===== src/sisl_map.svh =====
`ifndef SISL_MAP_SVH
`define SISL_MAP_SVH
// Register offsets on the serial register port.
`define SISL_ADDR_CLR_ALIAS 8'h04
`define SISL_ADDR_IRQ_EN    8'h06
`define SISL_ADDR_BUF_STAT  8'h0A
`define SISL_ADDR_BUF_DATA  8'h0D
`define SISL_ADDR_IRQ_STAT  8'h14
`define SISL_ADDR_BUF_CTRL  8'h2D
`define SISL_ADDR_BUF_THR   8'h2E
`define SISL_ADDR_BUF_IRQ   8'h2F
`define SISL_ADDR_MODE_CTRL 8'h31
`define SISL_ADDR_PIN_CTRL  8'h33
// Field positions.
`define SISL_BUF_EMPTY_BIT  0
`define SISL_BUF_FULL_BIT   1
`define SISL_BUF_LEVEL_BIT  2
`define SISL_MERGE_BIT      3
`define SISL_BUF_EN_BIT     5
`define SISL_BUF_CLR_BIT    5
`define SISL_SAMPLE_BIT     7
`define SISL_SWAP_BIT       4
`define SISL_BITMASK_BIT    6
`define SISL_PIN_A_POL_BIT  2
`define SISL_PIN_A_PP_BIT   3
`define SISL_PIN_B_POL_BIT  6
`define SISL_PIN_B_PP_BIT   7
// Reset values and sizes.
`define SISL_ZERO8          8'h00
`define SISL_THR_RESET      8'h10
`define SISL_BUF_DEPTH      6'h20
// Temporary latch period in ns and the clock period in ns.
`define SISL_TEMP_LATCH_NS  2000000
`define SISL_CLK_NS         10
`endif


===== src/sisl_pkg.sv =====
package sisl_pkg;
    // One register access, valid for one cycle.
    typedef struct packed {
        logic       wr;
        logic       rd;
        logic [7:0] addr;
        logic [7:0] wdata;
    } sisl_reg_req_t;
    // Interrupt operating modes, Gray coded.
    typedef enum logic [1:0] {
        SISL_MODE_LATCHED = 2'h0,
        SISL_MODE_TEMP    = 2'h1,
        SISL_MODE_AUTO    = 2'h3
    } sisl_irq_mode_t;
    // Open-drain capable pin drive.
    typedef struct packed {
        logic o;
        logic oe;
    } sisl_pin_drv_t;
    // Buffer level conditions.
    typedef struct packed {
        logic level;
        logic full;
        logic empty;
    } sisl_buf_lvl_t;
endpackage

===== src/sisl_buf_level.sv =====
`timescale 1ns/1ps
`default_nettype none
`include "sisl_map.svh"
module sisl_buf_level
    import sisl_pkg::*;
(
    input  wire logic          ref_clk,
    input  wire logic          resetn,
    input  wire logic          soft_clr,
    input  wire logic          push,
    input  wire logic          pop,
    input  wire logic [7:0]    thr,
    output var  sisl_buf_lvl_t lvl
);
    // Number of samples held.
    logic [5:0] cnt_r;
    logic [5:0] cnt_nxt;

    // Pushes stop at full and pops at empty, so the count never wraps.
    always_comb begin
        cnt_nxt = cnt_r;
        if (push && (cnt_r != `SISL_BUF_DEPTH) && !(pop && (cnt_r != 6'h00))) begin
            cnt_nxt = cnt_r + 6'h01;
        end else if (pop && (cnt_r != 6'h00) && !(push && (cnt_r != `SISL_BUF_DEPTH))) begin
            cnt_nxt = cnt_r - 6'h01;
        end
    end

    // Count register; a soft reset empties the buffer.
    always_ff @(posedge ref_clk or negedge resetn) begin
        if (!resetn) begin
            cnt_r <= 6'h00;
        end else if (soft_clr) begin
            cnt_r <= 6'h00;
        end else begin
            cnt_r <= cnt_nxt;
        end
    end

    // Conditions follow the new count and the threshold, so they move on a push, a pop or a threshold write.
    always_ff @(posedge ref_clk or negedge resetn) begin
        if (!resetn) begin
            lvl <= 3'h1;
        end else if (soft_clr) begin
            lvl <= 3'h1;
        end else begin
            lvl.empty <= (cnt_nxt == 6'h00);
            lvl.full  <= (cnt_nxt == `SISL_BUF_DEPTH);
            lvl.level <= ({2'h0, cnt_nxt} >= thr);
        end
    end
endmodule
`default_nettype wire


===== src/sisl_irq_ctrl.sv =====
`timescale 1ns/1ps
`default_nettype none
`include "sisl_map.svh"
// Overview of operation
// - Full flag in status bit one, gated
// - Full flag clears on any reset
// - Full interrupt enabled by control bit one
// - Level flag in status bit two, gated
// - Level flag resets; threshold defaults sixteen
// - Level interrupt when count reaches threshold
// - Level interrupt enabled by control bit two
// - Full interrupt at thirty-two stored samples
// - Empty interrupt at zero; data reads pop
// - Global mode: any clear write clears all
// - Global mode ignores the written data
// - Bitmask mode: only status register clears
// - Bitmask mode: ones clear selected flags
// - Bitmask bit five clears buffer flags
// - Buffer flags latched, cleared only by writes or reset
// - Temporary latch: timeout or write clears
// - Auto mode: sample flag clears at accumulation
// - Auto mode: motion flag follows its condition
// - Tilt flag set by detector event
// - Default: motion to pin a, buffer b
// - Per-pin drive mode and polarity register
// - Swap bit exchanges the two requests
// - Merge bit folds everything onto request a
module sisl_irq_ctrl
    import sisl_pkg::*;
#(
    parameter int unsigned TEMP_LATCH_CYCLES = `SISL_TEMP_LATCH_NS / `SISL_CLK_NS
) (
    input  wire logic          ref_clk,
    input  wire logic          resetn,
    input  wire logic          soft_reset_command,
    input  wire sisl_reg_req_t reg_req,
    output var  logic [7:0]    reg_rdata,
    input  wire logic          wake_state,
    input  wire logic          sample_push,
    input  wire logic          z_accum_start,
    input  wire logic          sample_done,
    input  wire logic [4:0]    motion_event,
    input  wire logic [4:0]    motion_cond,
    input  wire logic [4:0]    motion_hw_reset,
    output var  sisl_pin_drv_t irq_pin_a,
    output var  sisl_pin_drv_t irq_pin_b
);
    localparam int TLW = $clog2(TEMP_LATCH_CYCLES + 1);

    // Address match, used for every decode.
    function automatic logic hit(input logic [7:0] a, input logic [7:0] off);
        hit = (a == off);
    endfunction

    // Pin level and enable from request, polarity and drive mode.
    function automatic sisl_pin_drv_t drive(input logic req, input logic pol, input logic pp);
        logic lvl;
        lvl = pol ? req : !req;
        drive.o  = pp ? lvl : 1'b0;
        drive.oe = pp ? 1'b1 : !lvl;
    endfunction

    ////////////////////////////////////////////////////////////////////////
    // Configuration registers.
    ////////////////////////////////////////////////////////////////////////
    logic [7:0] irq_en_r;      // Sample and motion enables.
    logic [7:0] buf_ctrl_r;    // Buffer enable, its interrupt enables, merge.
    logic [7:0] buf_thr_r;     // Buffer threshold count.
    logic [7:0] mode_ctrl_r;   // Clear mode, swap and interrupt mode.
    logic [7:0] pin_ctrl_r;    // Drive and polarity per pin.
    logic       wr14;          // Write to the status register.
    logic       wr04;          // Write to the status alias.
    logic       bitmask;       // Individual clear mode selected.
    logic       buf_en;        // Buffer enabled.
    logic       merge;         // Requests combined onto request a.
    sisl_irq_mode_t mode;      // Operating mode of sample and motion flags.

    assign wr14    = reg_req.wr && hit(reg_req.addr, `SISL_ADDR_IRQ_STAT);
    assign wr04    = reg_req.wr && hit(reg_req.addr, `SISL_ADDR_CLR_ALIAS);
    assign bitmask = mode_ctrl_r[`SISL_BITMASK_BIT];
    assign buf_en  = buf_ctrl_r[`SISL_BUF_EN_BIT];
    assign merge   = buf_ctrl_r[`SISL_MERGE_BIT];
    assign mode    = sisl_irq_mode_t'(mode_ctrl_r[1:0]);

    // Software writes; a soft reset restores the reset values.
    always_ff @(posedge ref_clk or negedge resetn) begin
        if (!resetn) begin
            irq_en_r    <= `SISL_ZERO8;
            buf_ctrl_r  <= `SISL_ZERO8;
            buf_thr_r   <= `SISL_THR_RESET;
            mode_ctrl_r <= `SISL_ZERO8;
            pin_ctrl_r  <= `SISL_ZERO8;
        end else if (soft_reset_command) begin
            irq_en_r    <= `SISL_ZERO8;
            buf_ctrl_r  <= `SISL_ZERO8;
            buf_thr_r   <= `SISL_THR_RESET;
            mode_ctrl_r <= `SISL_ZERO8;
            pin_ctrl_r  <= `SISL_ZERO8;
        end else if (reg_req.wr) begin
            if (hit(reg_req.addr, `SISL_ADDR_IRQ_EN)) begin
                irq_en_r <= reg_req.wdata;
            end else if (hit(reg_req.addr, `SISL_ADDR_BUF_CTRL)) begin
                buf_ctrl_r <= reg_req.wdata;
            end else if (hit(reg_req.addr, `SISL_ADDR_BUF_THR)) begin
                buf_thr_r <= reg_req.wdata;
            end else if (hit(reg_req.addr, `SISL_ADDR_MODE_CTRL)) begin
                mode_ctrl_r <= reg_req.wdata;
            end else if (hit(reg_req.addr, `SISL_ADDR_PIN_CTRL)) begin
                pin_ctrl_r <= reg_req.wdata;
            end
        end
    end

    ////////////////////////////////////////////////////////////////////////
    // Buffer level tracking and buffer flags.
    ////////////////////////////////////////////////////////////////////////
    sisl_buf_lvl_t lvl;        // Current buffer conditions.
    sisl_buf_lvl_t lvl_prev_r; // Conditions one cycle ago, for edges.
    logic [2:0] buf_irq_r;     // Latched buffer flags.
    logic [2:0] buf_set;       // Newly reached, enabled conditions.
    logic       buf_clr;       // Clear of all buffer flags.
    logic       buf_pop;       // Host read of the data register.

    // hardware fills only when awake and enabled.
    // each data read removes a sample while the buffer is enabled.
    assign buf_pop = reg_req.rd && hit(reg_req.addr, `SISL_ADDR_BUF_DATA);

    sisl_buf_level u_level (
        .ref_clk  (ref_clk),
        .resetn   (resetn),
        .soft_clr (soft_reset_command),
        .push     (sample_push && wake_state && buf_en),
        .pop      (buf_pop && buf_en),
        .thr      (buf_thr_r),
        .lvl      (lvl)
    );

    // Edge memory; the buffer starts empty.
    always_ff @(posedge ref_clk or negedge resetn) begin
        if (!resetn) begin
            lvl_prev_r <= 3'h1;
        end else begin
            lvl_prev_r <= lvl;
        end
    end

    // enables come from the buffer control register only.
    // set when the count reaches the threshold.
    // level enable bit.
    // A flag sets on the edge of its condition, so a clear that lands
    // while the condition still holds does not instantly re-fire.
    assign buf_set = lvl & ~lvl_prev_r & buf_ctrl_r[2:0] & {3{buf_en}};

    assign buf_clr = (!bitmask && (wr14 || wr04)) ||
                     (bitmask && wr14 && reg_req.wdata[`SISL_BUF_CLR_BIT]);

    // latched only; no timeout or auto clear reaches these.
    // buffer flags zero after any reset.
    always_ff @(posedge ref_clk or negedge resetn) begin
        if (!resetn) begin
            buf_irq_r <= 3'h0;
        end else if (soft_reset_command) begin
            buf_irq_r <= 3'h0;
        end else begin
            // A new event wins over a clear in the same cycle.
            buf_irq_r <= (buf_irq_r & ~{3{buf_clr}}) | buf_set;
        end
    end

    ////////////////////////////////////////////////////////////////////////
    // Sample and motion flags: bits 4..0 motion, bit 5 sample ready.
    ////////////////////////////////////////////////////////////////////////
    logic [5:0] sm_r;          // Pending sample and motion flags.
    logic [5:0] sm_set;        // Enabled events this cycle.
    logic [5:0] clr_sel;       // Flags cleared by a register write.
    logic [5:0] tmo;           // Temporary latch expiries.
    logic [5:0] auto_clr;      // Auto-clear conditions.
    logic [TLW-1:0] tl_cnt_r [6]; // Temporary latch timers.

    // tilt event from the detector sets bit zero.
    assign sm_set = {sample_done && irq_en_r[`SISL_SAMPLE_BIT], motion_event & irq_en_r[4:0]};

    // global mode clears everything on either address.
    // alias does nothing in bitmask mode.
    // ones select the flags to clear.
    always_comb begin
        clr_sel = 6'h00;
        if (!bitmask && (wr14 || wr04)) begin
            clr_sel = 6'h3F;
        end else if (bitmask && wr14) begin
            clr_sel = {reg_req.wdata[`SISL_SAMPLE_BIT], reg_req.wdata[4:0]};
        end
    end

    // accumulation start ends the sample flag.
    // motion flags drop with their condition or a hardware reset.
    assign auto_clr = (mode == SISL_MODE_AUTO) ?
                      {z_accum_start, ~motion_cond | motion_hw_reset} : 6'h00;

    // per-flag timers, restarted on every set.
    always_ff @(posedge ref_clk or negedge resetn) begin
        if (!resetn) begin
            for (int i = 0; i < 6; i++) begin
                tl_cnt_r[i] <= '0;
            end
        end else begin
            for (int i = 0; i < 6; i++) begin
                if (sm_set[i]) begin
                    tl_cnt_r[i] <= TLW'(TEMP_LATCH_CYCLES);
                end else if (clr_sel[i] || soft_reset_command) begin
                    tl_cnt_r[i] <= '0;
                end else if (tl_cnt_r[i] != '0) begin
                    tl_cnt_r[i] <= tl_cnt_r[i] - TLW'(1);
                end
            end
        end
    end

    // Expiry is the last counted cycle, only in temporary latch mode.
    always_comb begin
        for (int i = 0; i < 6; i++) begin
            tmo[i] = (mode == SISL_MODE_TEMP) && (tl_cnt_r[i] == TLW'(1));
        end
    end

    // Set has priority over every clear source except a soft reset.
    always_ff @(posedge ref_clk or negedge resetn) begin
        if (!resetn) begin
            sm_r <= 6'h00;
        end else if (soft_reset_command) begin
            sm_r <= 6'h00;
        end else begin
            sm_r <= (sm_r & ~(clr_sel | tmo | auto_clr)) | sm_set;
        end
    end

    ////////////////////////////////////////////////////////////////////////
    // Request routing and pins.
    ////////////////////////////////////////////////////////////////////////
    logic sm_any;              // Any sample or motion flag pending.
    logic buf_any;             // Any buffer flag pending.
    logic req_a;               // Internal request a.
    logic req_b;               // Internal request b.
    logic swap;                // Requests swapped between pins.

    assign sm_any  = |sm_r;
    assign buf_any = |buf_irq_r;
    // merge folds buffer into request a and silences b.
    assign req_a   = sm_any || (merge && buf_any);
    assign req_b   = !merge && buf_any;
    assign swap    = mode_ctrl_r[`SISL_SWAP_BIT];

    // default routing, a to pin a, b to pin b.
    // swap moves requests, pin settings stay put.
    // pin asserted while a routed flag is pending.
    always_ff @(posedge ref_clk or negedge resetn) begin
        if (!resetn) begin
            irq_pin_a <= 2'h0;
            irq_pin_b <= 2'h0;
        end else begin
            irq_pin_a <= drive(swap ? req_b : req_a, pin_ctrl_r[`SISL_PIN_A_POL_BIT],
                               pin_ctrl_r[`SISL_PIN_A_PP_BIT]);
            irq_pin_b <= drive(swap ? req_a : req_b, pin_ctrl_r[`SISL_PIN_B_POL_BIT],
                               pin_ctrl_r[`SISL_PIN_B_PP_BIT]);
        end
    end

    ////////////////////////////////////////////////////////////////////////
    // Register reads; reads have no side effect except the data pop.
    ////////////////////////////////////////////////////////////////////////
    always_ff @(posedge ref_clk or negedge resetn) begin
        if (!resetn) begin
            reg_rdata <= `SISL_ZERO8;
        end else if (reg_req.rd) begin
            if (hit(reg_req.addr, `SISL_ADDR_IRQ_STAT) || hit(reg_req.addr, `SISL_ADDR_CLR_ALIAS)) begin
                reg_rdata <= {sm_r[5], 2'h0, sm_r[4:0]};
            end else if (hit(reg_req.addr, `SISL_ADDR_BUF_STAT)) begin
                // full condition, valid only when enabled.
                // level condition, valid only when enabled.
                reg_rdata <= {5'h00, lvl & {3{buf_en}}};
            end else if (hit(reg_req.addr, `SISL_ADDR_BUF_IRQ)) begin
                reg_rdata <= {5'h00, buf_irq_r};
            end else if (hit(reg_req.addr, `SISL_ADDR_IRQ_EN)) begin
                reg_rdata <= irq_en_r;
            end else if (hit(reg_req.addr, `SISL_ADDR_BUF_CTRL)) begin
                reg_rdata <= buf_ctrl_r;
            end else if (hit(reg_req.addr, `SISL_ADDR_BUF_THR)) begin
                reg_rdata <= buf_thr_r;
            end else if (hit(reg_req.addr, `SISL_ADDR_MODE_CTRL)) begin
                reg_rdata <= mode_ctrl_r;
            end else if (hit(reg_req.addr, `SISL_ADDR_PIN_CTRL)) begin
                reg_rdata <= pin_ctrl_r;
            end else begin
                // Unmapped and data addresses read as zero.
                reg_rdata <= `SISL_ZERO8;
            end
        end
    end
endmodule
`default_nettype wire


===== config.mk =====
export PLATFORM = sky130hd
export DESIGN_NAME = sisl_irq_ctrl
export DESIGN_NICKNAME = d
export VERILOG_FILES = /design/src/sisl_pkg.sv /design/src/sisl_buf_level.sv /design/src/sisl_irq_ctrl.sv
export VERILOG_INCLUDE_DIRS = /design/src
export SDC_FILE = /design/constraint.sdc
export NUM_CORES = 1
export LEC_CHECK = 0
export ABC_CLOCK_PERIOD_IN_PS = 7630
export BUFFER_PORTS_ARGS = -buffer_cell sky130_fd_sc_hd__buf_4
export CORE_ASPECT_RATIO = 1.1
export CORE_MARGIN = 8
export CORE_UTILIZATION = 66
export DETAILED_ROUTE_END_ITERATION = 7
export GPL_ROUTABILITY_DRIVEN = 0
export PLACE_DENSITY = 0.85
export SYNTH_ARGS = -nofsm -noshare
export SYNTH_HDL_FRONTEND = slang
export SYNTH_SLANG_ARGS = --single-unit

===== constraint.sdc =====
create_clock -name ref_clk -period 7.63 [get_ports ref_clk]
set_input_delay 1.526 -clock ref_clk [delete_from_list [all_inputs] [get_ports ref_clk]]
set_output_delay 1.526 -clock ref_clk [all_outputs]
set_load 0.1 [all_outputs]

==> results.txt <==
Sequential fraction of the synthesis area: 0.478
R2R Path End: u_level.lvl[2]
Synthesized area: 0.00949 mm2
Clk root buf: clkbuf_16
Max H-tree Level: 4
Worst slack, placed: 3.39 ns
Post-Route Setup TNS: 0 ns
Initial Util: 0.667
Vias in the first global route: 7623
Worst-path cell chain: buf_4, nor4b_2, nand4_1, nand3_1, nand2_1, xnor2_1, ha_1, nand2b_1, a21o_1, a21o_1, a21o_1, a21o_1, a21oi_1, nor4_1
Overall Power: 3640 uW
Final wirelength: 21800 um
Worst-path fanout max: 12
Post-DP HPWL: 15200 um
Hold crit path type: flop to flop
Cell Rows: 46
Leakage: 0.00476 uW
Critical Path Source Type: input pin
Hold Startpoint: u_level.lvl[0]
Max-cap violations: 0
Hold path cells: 0
DRC viols: 0
CTS Sinks: 181
Hold endpoint: lvl_prev_r[0]
Max frequency: 263 MHz
Slew @ Worst Pin: 1.26 ns
Unrepaired setup endpoints after global routing: false
Layout area overhead: 11.6%
CTS resizes: 0
Max stage delay on crit path: 0.38 ns
Syn avg cell area: 9.53 um2
Final setup viols: 0
Family with the most delay on the worst path: simple AND/OR/NAND/NOR gates
Synth Warn #: 0
Drt first pass iters: 5
Total grt overflow: 0
Port Buf Inserts: 51
Detailed Route Iter0 Violations: 733
Async set-reset flop share out of synthesis: 1.00
CP required: 7.91 ns
Post CTS Setup Buffer Count: 0
ANT cells: 0
Largest net degree at the start of global routing: 106
Setup CP Type: input pin to flop
Cts bufs inserted: 17
Kind of end point of the critical path: flop
Die area: 0.0185 mm2
Power per cell area: 344 mW/mm2
CP arrival: 4.09 ns
TritonCTS clock tree: yes
Global-route wire length before repair: 36600 um
WP buf/inv: 1
Vias/cell: 6.04
Post-synth EDFFs: 0
Count of different cell masters after synthesis: 68
Clk slew on worst S/H paths: 0.06 ns
Rel. slew slack: 0.158
Syn_nets: 1056
Total global-route track usage: 0.251
Main synth FF type: dfrtp_1
Core ar.: 0.0142 mm2
Layout cells sized above 1: 0.111
Max Slew Vio Count: 0
Clk_skew: 0.00942 ns
Nets: 1097
Die width: 130 um
Slowest CP cell: nor4b_2
Cells after synthesis: 995
Routed len/inst: 17.6 um
R2R depth: 14
Yosys reg bits: 181
Tmin final: 3.80 ns
Max VDD drop: 0.239 mV
Overall die height: 142 um
Bufs on Longest Clock Path: 2
Beginning of the worst register-to-register path: u_level.cnt_r[0]
Final setup margin: 3.83 ns
Final period util: 0.499
Via count: 7492
Number of failing hold endpoints at the final stage: 0
# hold bufs at CTS: 0
Initial antenna violation count: 0
Post-DRT Antenna Nets: 0
Most Frequent Cell on Critical Path: a21o_1
IO Count: 52
Status: finished, final reports clean
Worst reg-to-reg setup slack: 4.30 ns
Worst-skew pair later-pin latency: 0.43 ns
layer usage:
metal,vias to the layer above,GRT usage,wire (um)
met5,-,0,0
met4,0,0.129,833
met3,66,0.0439,1110
met2,243,0.409,10700
met1,3602,0.312,9180
li1,3581,-,-
area by class of cell:
type / instances / area [um2]
clock buffer: 21 / 470
tap: 192 / 240
fill: 1013 / 3630
sequential: 181 / 4530
inverter: 36 / 135
timing repair buffer: 53 / 402
clock inverter: 11 / 103
multi-input combinational: 747 / 4700
synthesized netlist by cell type, drive strengths merged (6+ instances only):
library cell  instances  share of area
nand2                92          0.037
nor4                 26          0.020
clkbuf               29          0.011
xnor2                71          0.066
xor2                 23          0.021
nor3b                 9         0.0071
or4                  12          0.011
o211ai                6         0.0047
or3                  18          0.013
nor2                132          0.052
mux2i                28          0.030
and3                 10         0.0066
nor3                 40          0.022
dfrtp               178           0.47
ha                   21          0.028
or2                   6         0.0040
nand2b               16          0.011
o21ai                62          0.033
nand4                 9         0.0059
a21oi                39          0.021
nor2b                17          0.011
nand3                26          0.014
inv                  36          0.014
sequential cells by signal (all words and copies together), names as in the netlist:
name,count
buf_ctrl_r,8
buf_irq_r,3
buf_thr_r,8
irq_en_r,8
irq_pin_a,2
irq_pin_b,2
lvl_prev_r,3
mode_ctrl_r,8
pin_ctrl_r,8
reg_rdata,8
sm_r,6
tl_cnt_r,108
u_level.cnt_r,6
u_level.lvl,3
where the power goes:
part           total [uW]  leakage (uW)  internal (uW)  switching, uW
Combinational        1430       0.00205            618            810
Sequential           1370       0.00243           1170            205
Clock                 843      0.000275            475            368
placed cells by master (no fill, tap or decap), types with 5 or more instances in the layout:
cell type,count
a211oi_1,5
a21o_1,5
a21oi_1,39
a221o_1,5
a221oi_1,5
a31oi_1,5
and2_1,5
and3_1,10
buf_4,52
clkbuf_16,17
dfrtp_1,178
ha_1,21
inv_1,36
mux2i_1,28
nand2_1,91
nand2b_1,16
nand3_1,26
nand4_1,9
nand4b_1,5
nor2_1,132
nor2b_1,17
nor3_1,39
nor3b_1,9
nor4_1,23
o211ai_1,6
o21ai_0,62
or2_2,5
or3_1,14
or4_1,9
xnor2_1,71
xor2_1,23
stage by stage:
stage | cells | cell area (um2) | hold WS (ns) | util
6_report | 1241 | 10600 | 0.377 | 0.744
5_1_grt | 1241 | 10600 | 0.387 | 0.744
4_1_cts | 1241 | 10600 | 0.378 | 0.744
3_5_place_dp | 1209 | 10000 | 0.369 | 0.704
3_3_place_gp | 1209 | 10000 | 0.363 | 0.704
2_1_floorplan | 995 | 9490 | 0.361 | -
worst max path at each step:
stage                           start             end  slack (ns)  cells past startpoint
after global placement     reg_req[9]  u_level.lvl[2]        3.46                     14
final                      reg_req[9]  u_level.lvl[2]        3.83                     14
after global routing      reg_req[12]  mode_ctrl_r[4]        3.62                      5
after CTS                  reg_req[9]  u_level.lvl[2]        3.84                     14
after floorplan           reg_req[16]  u_level.lvl[2]        3.71                     14
after detailed placement   reg_req[9]  u_level.lvl[2]        3.39                     14
cells by family after synthesis:
group	count (synthesis)	synth area share
flops	181	0.478
compound gates	159	0.105
fa+ha+maj	21	0.0277
xor+xnor	94	0.0868
buf+inv	67	0.0268
simple gates	443	0.244
mux	30	0.0319
Note: power is estimated with default switching activity, not from simulation.
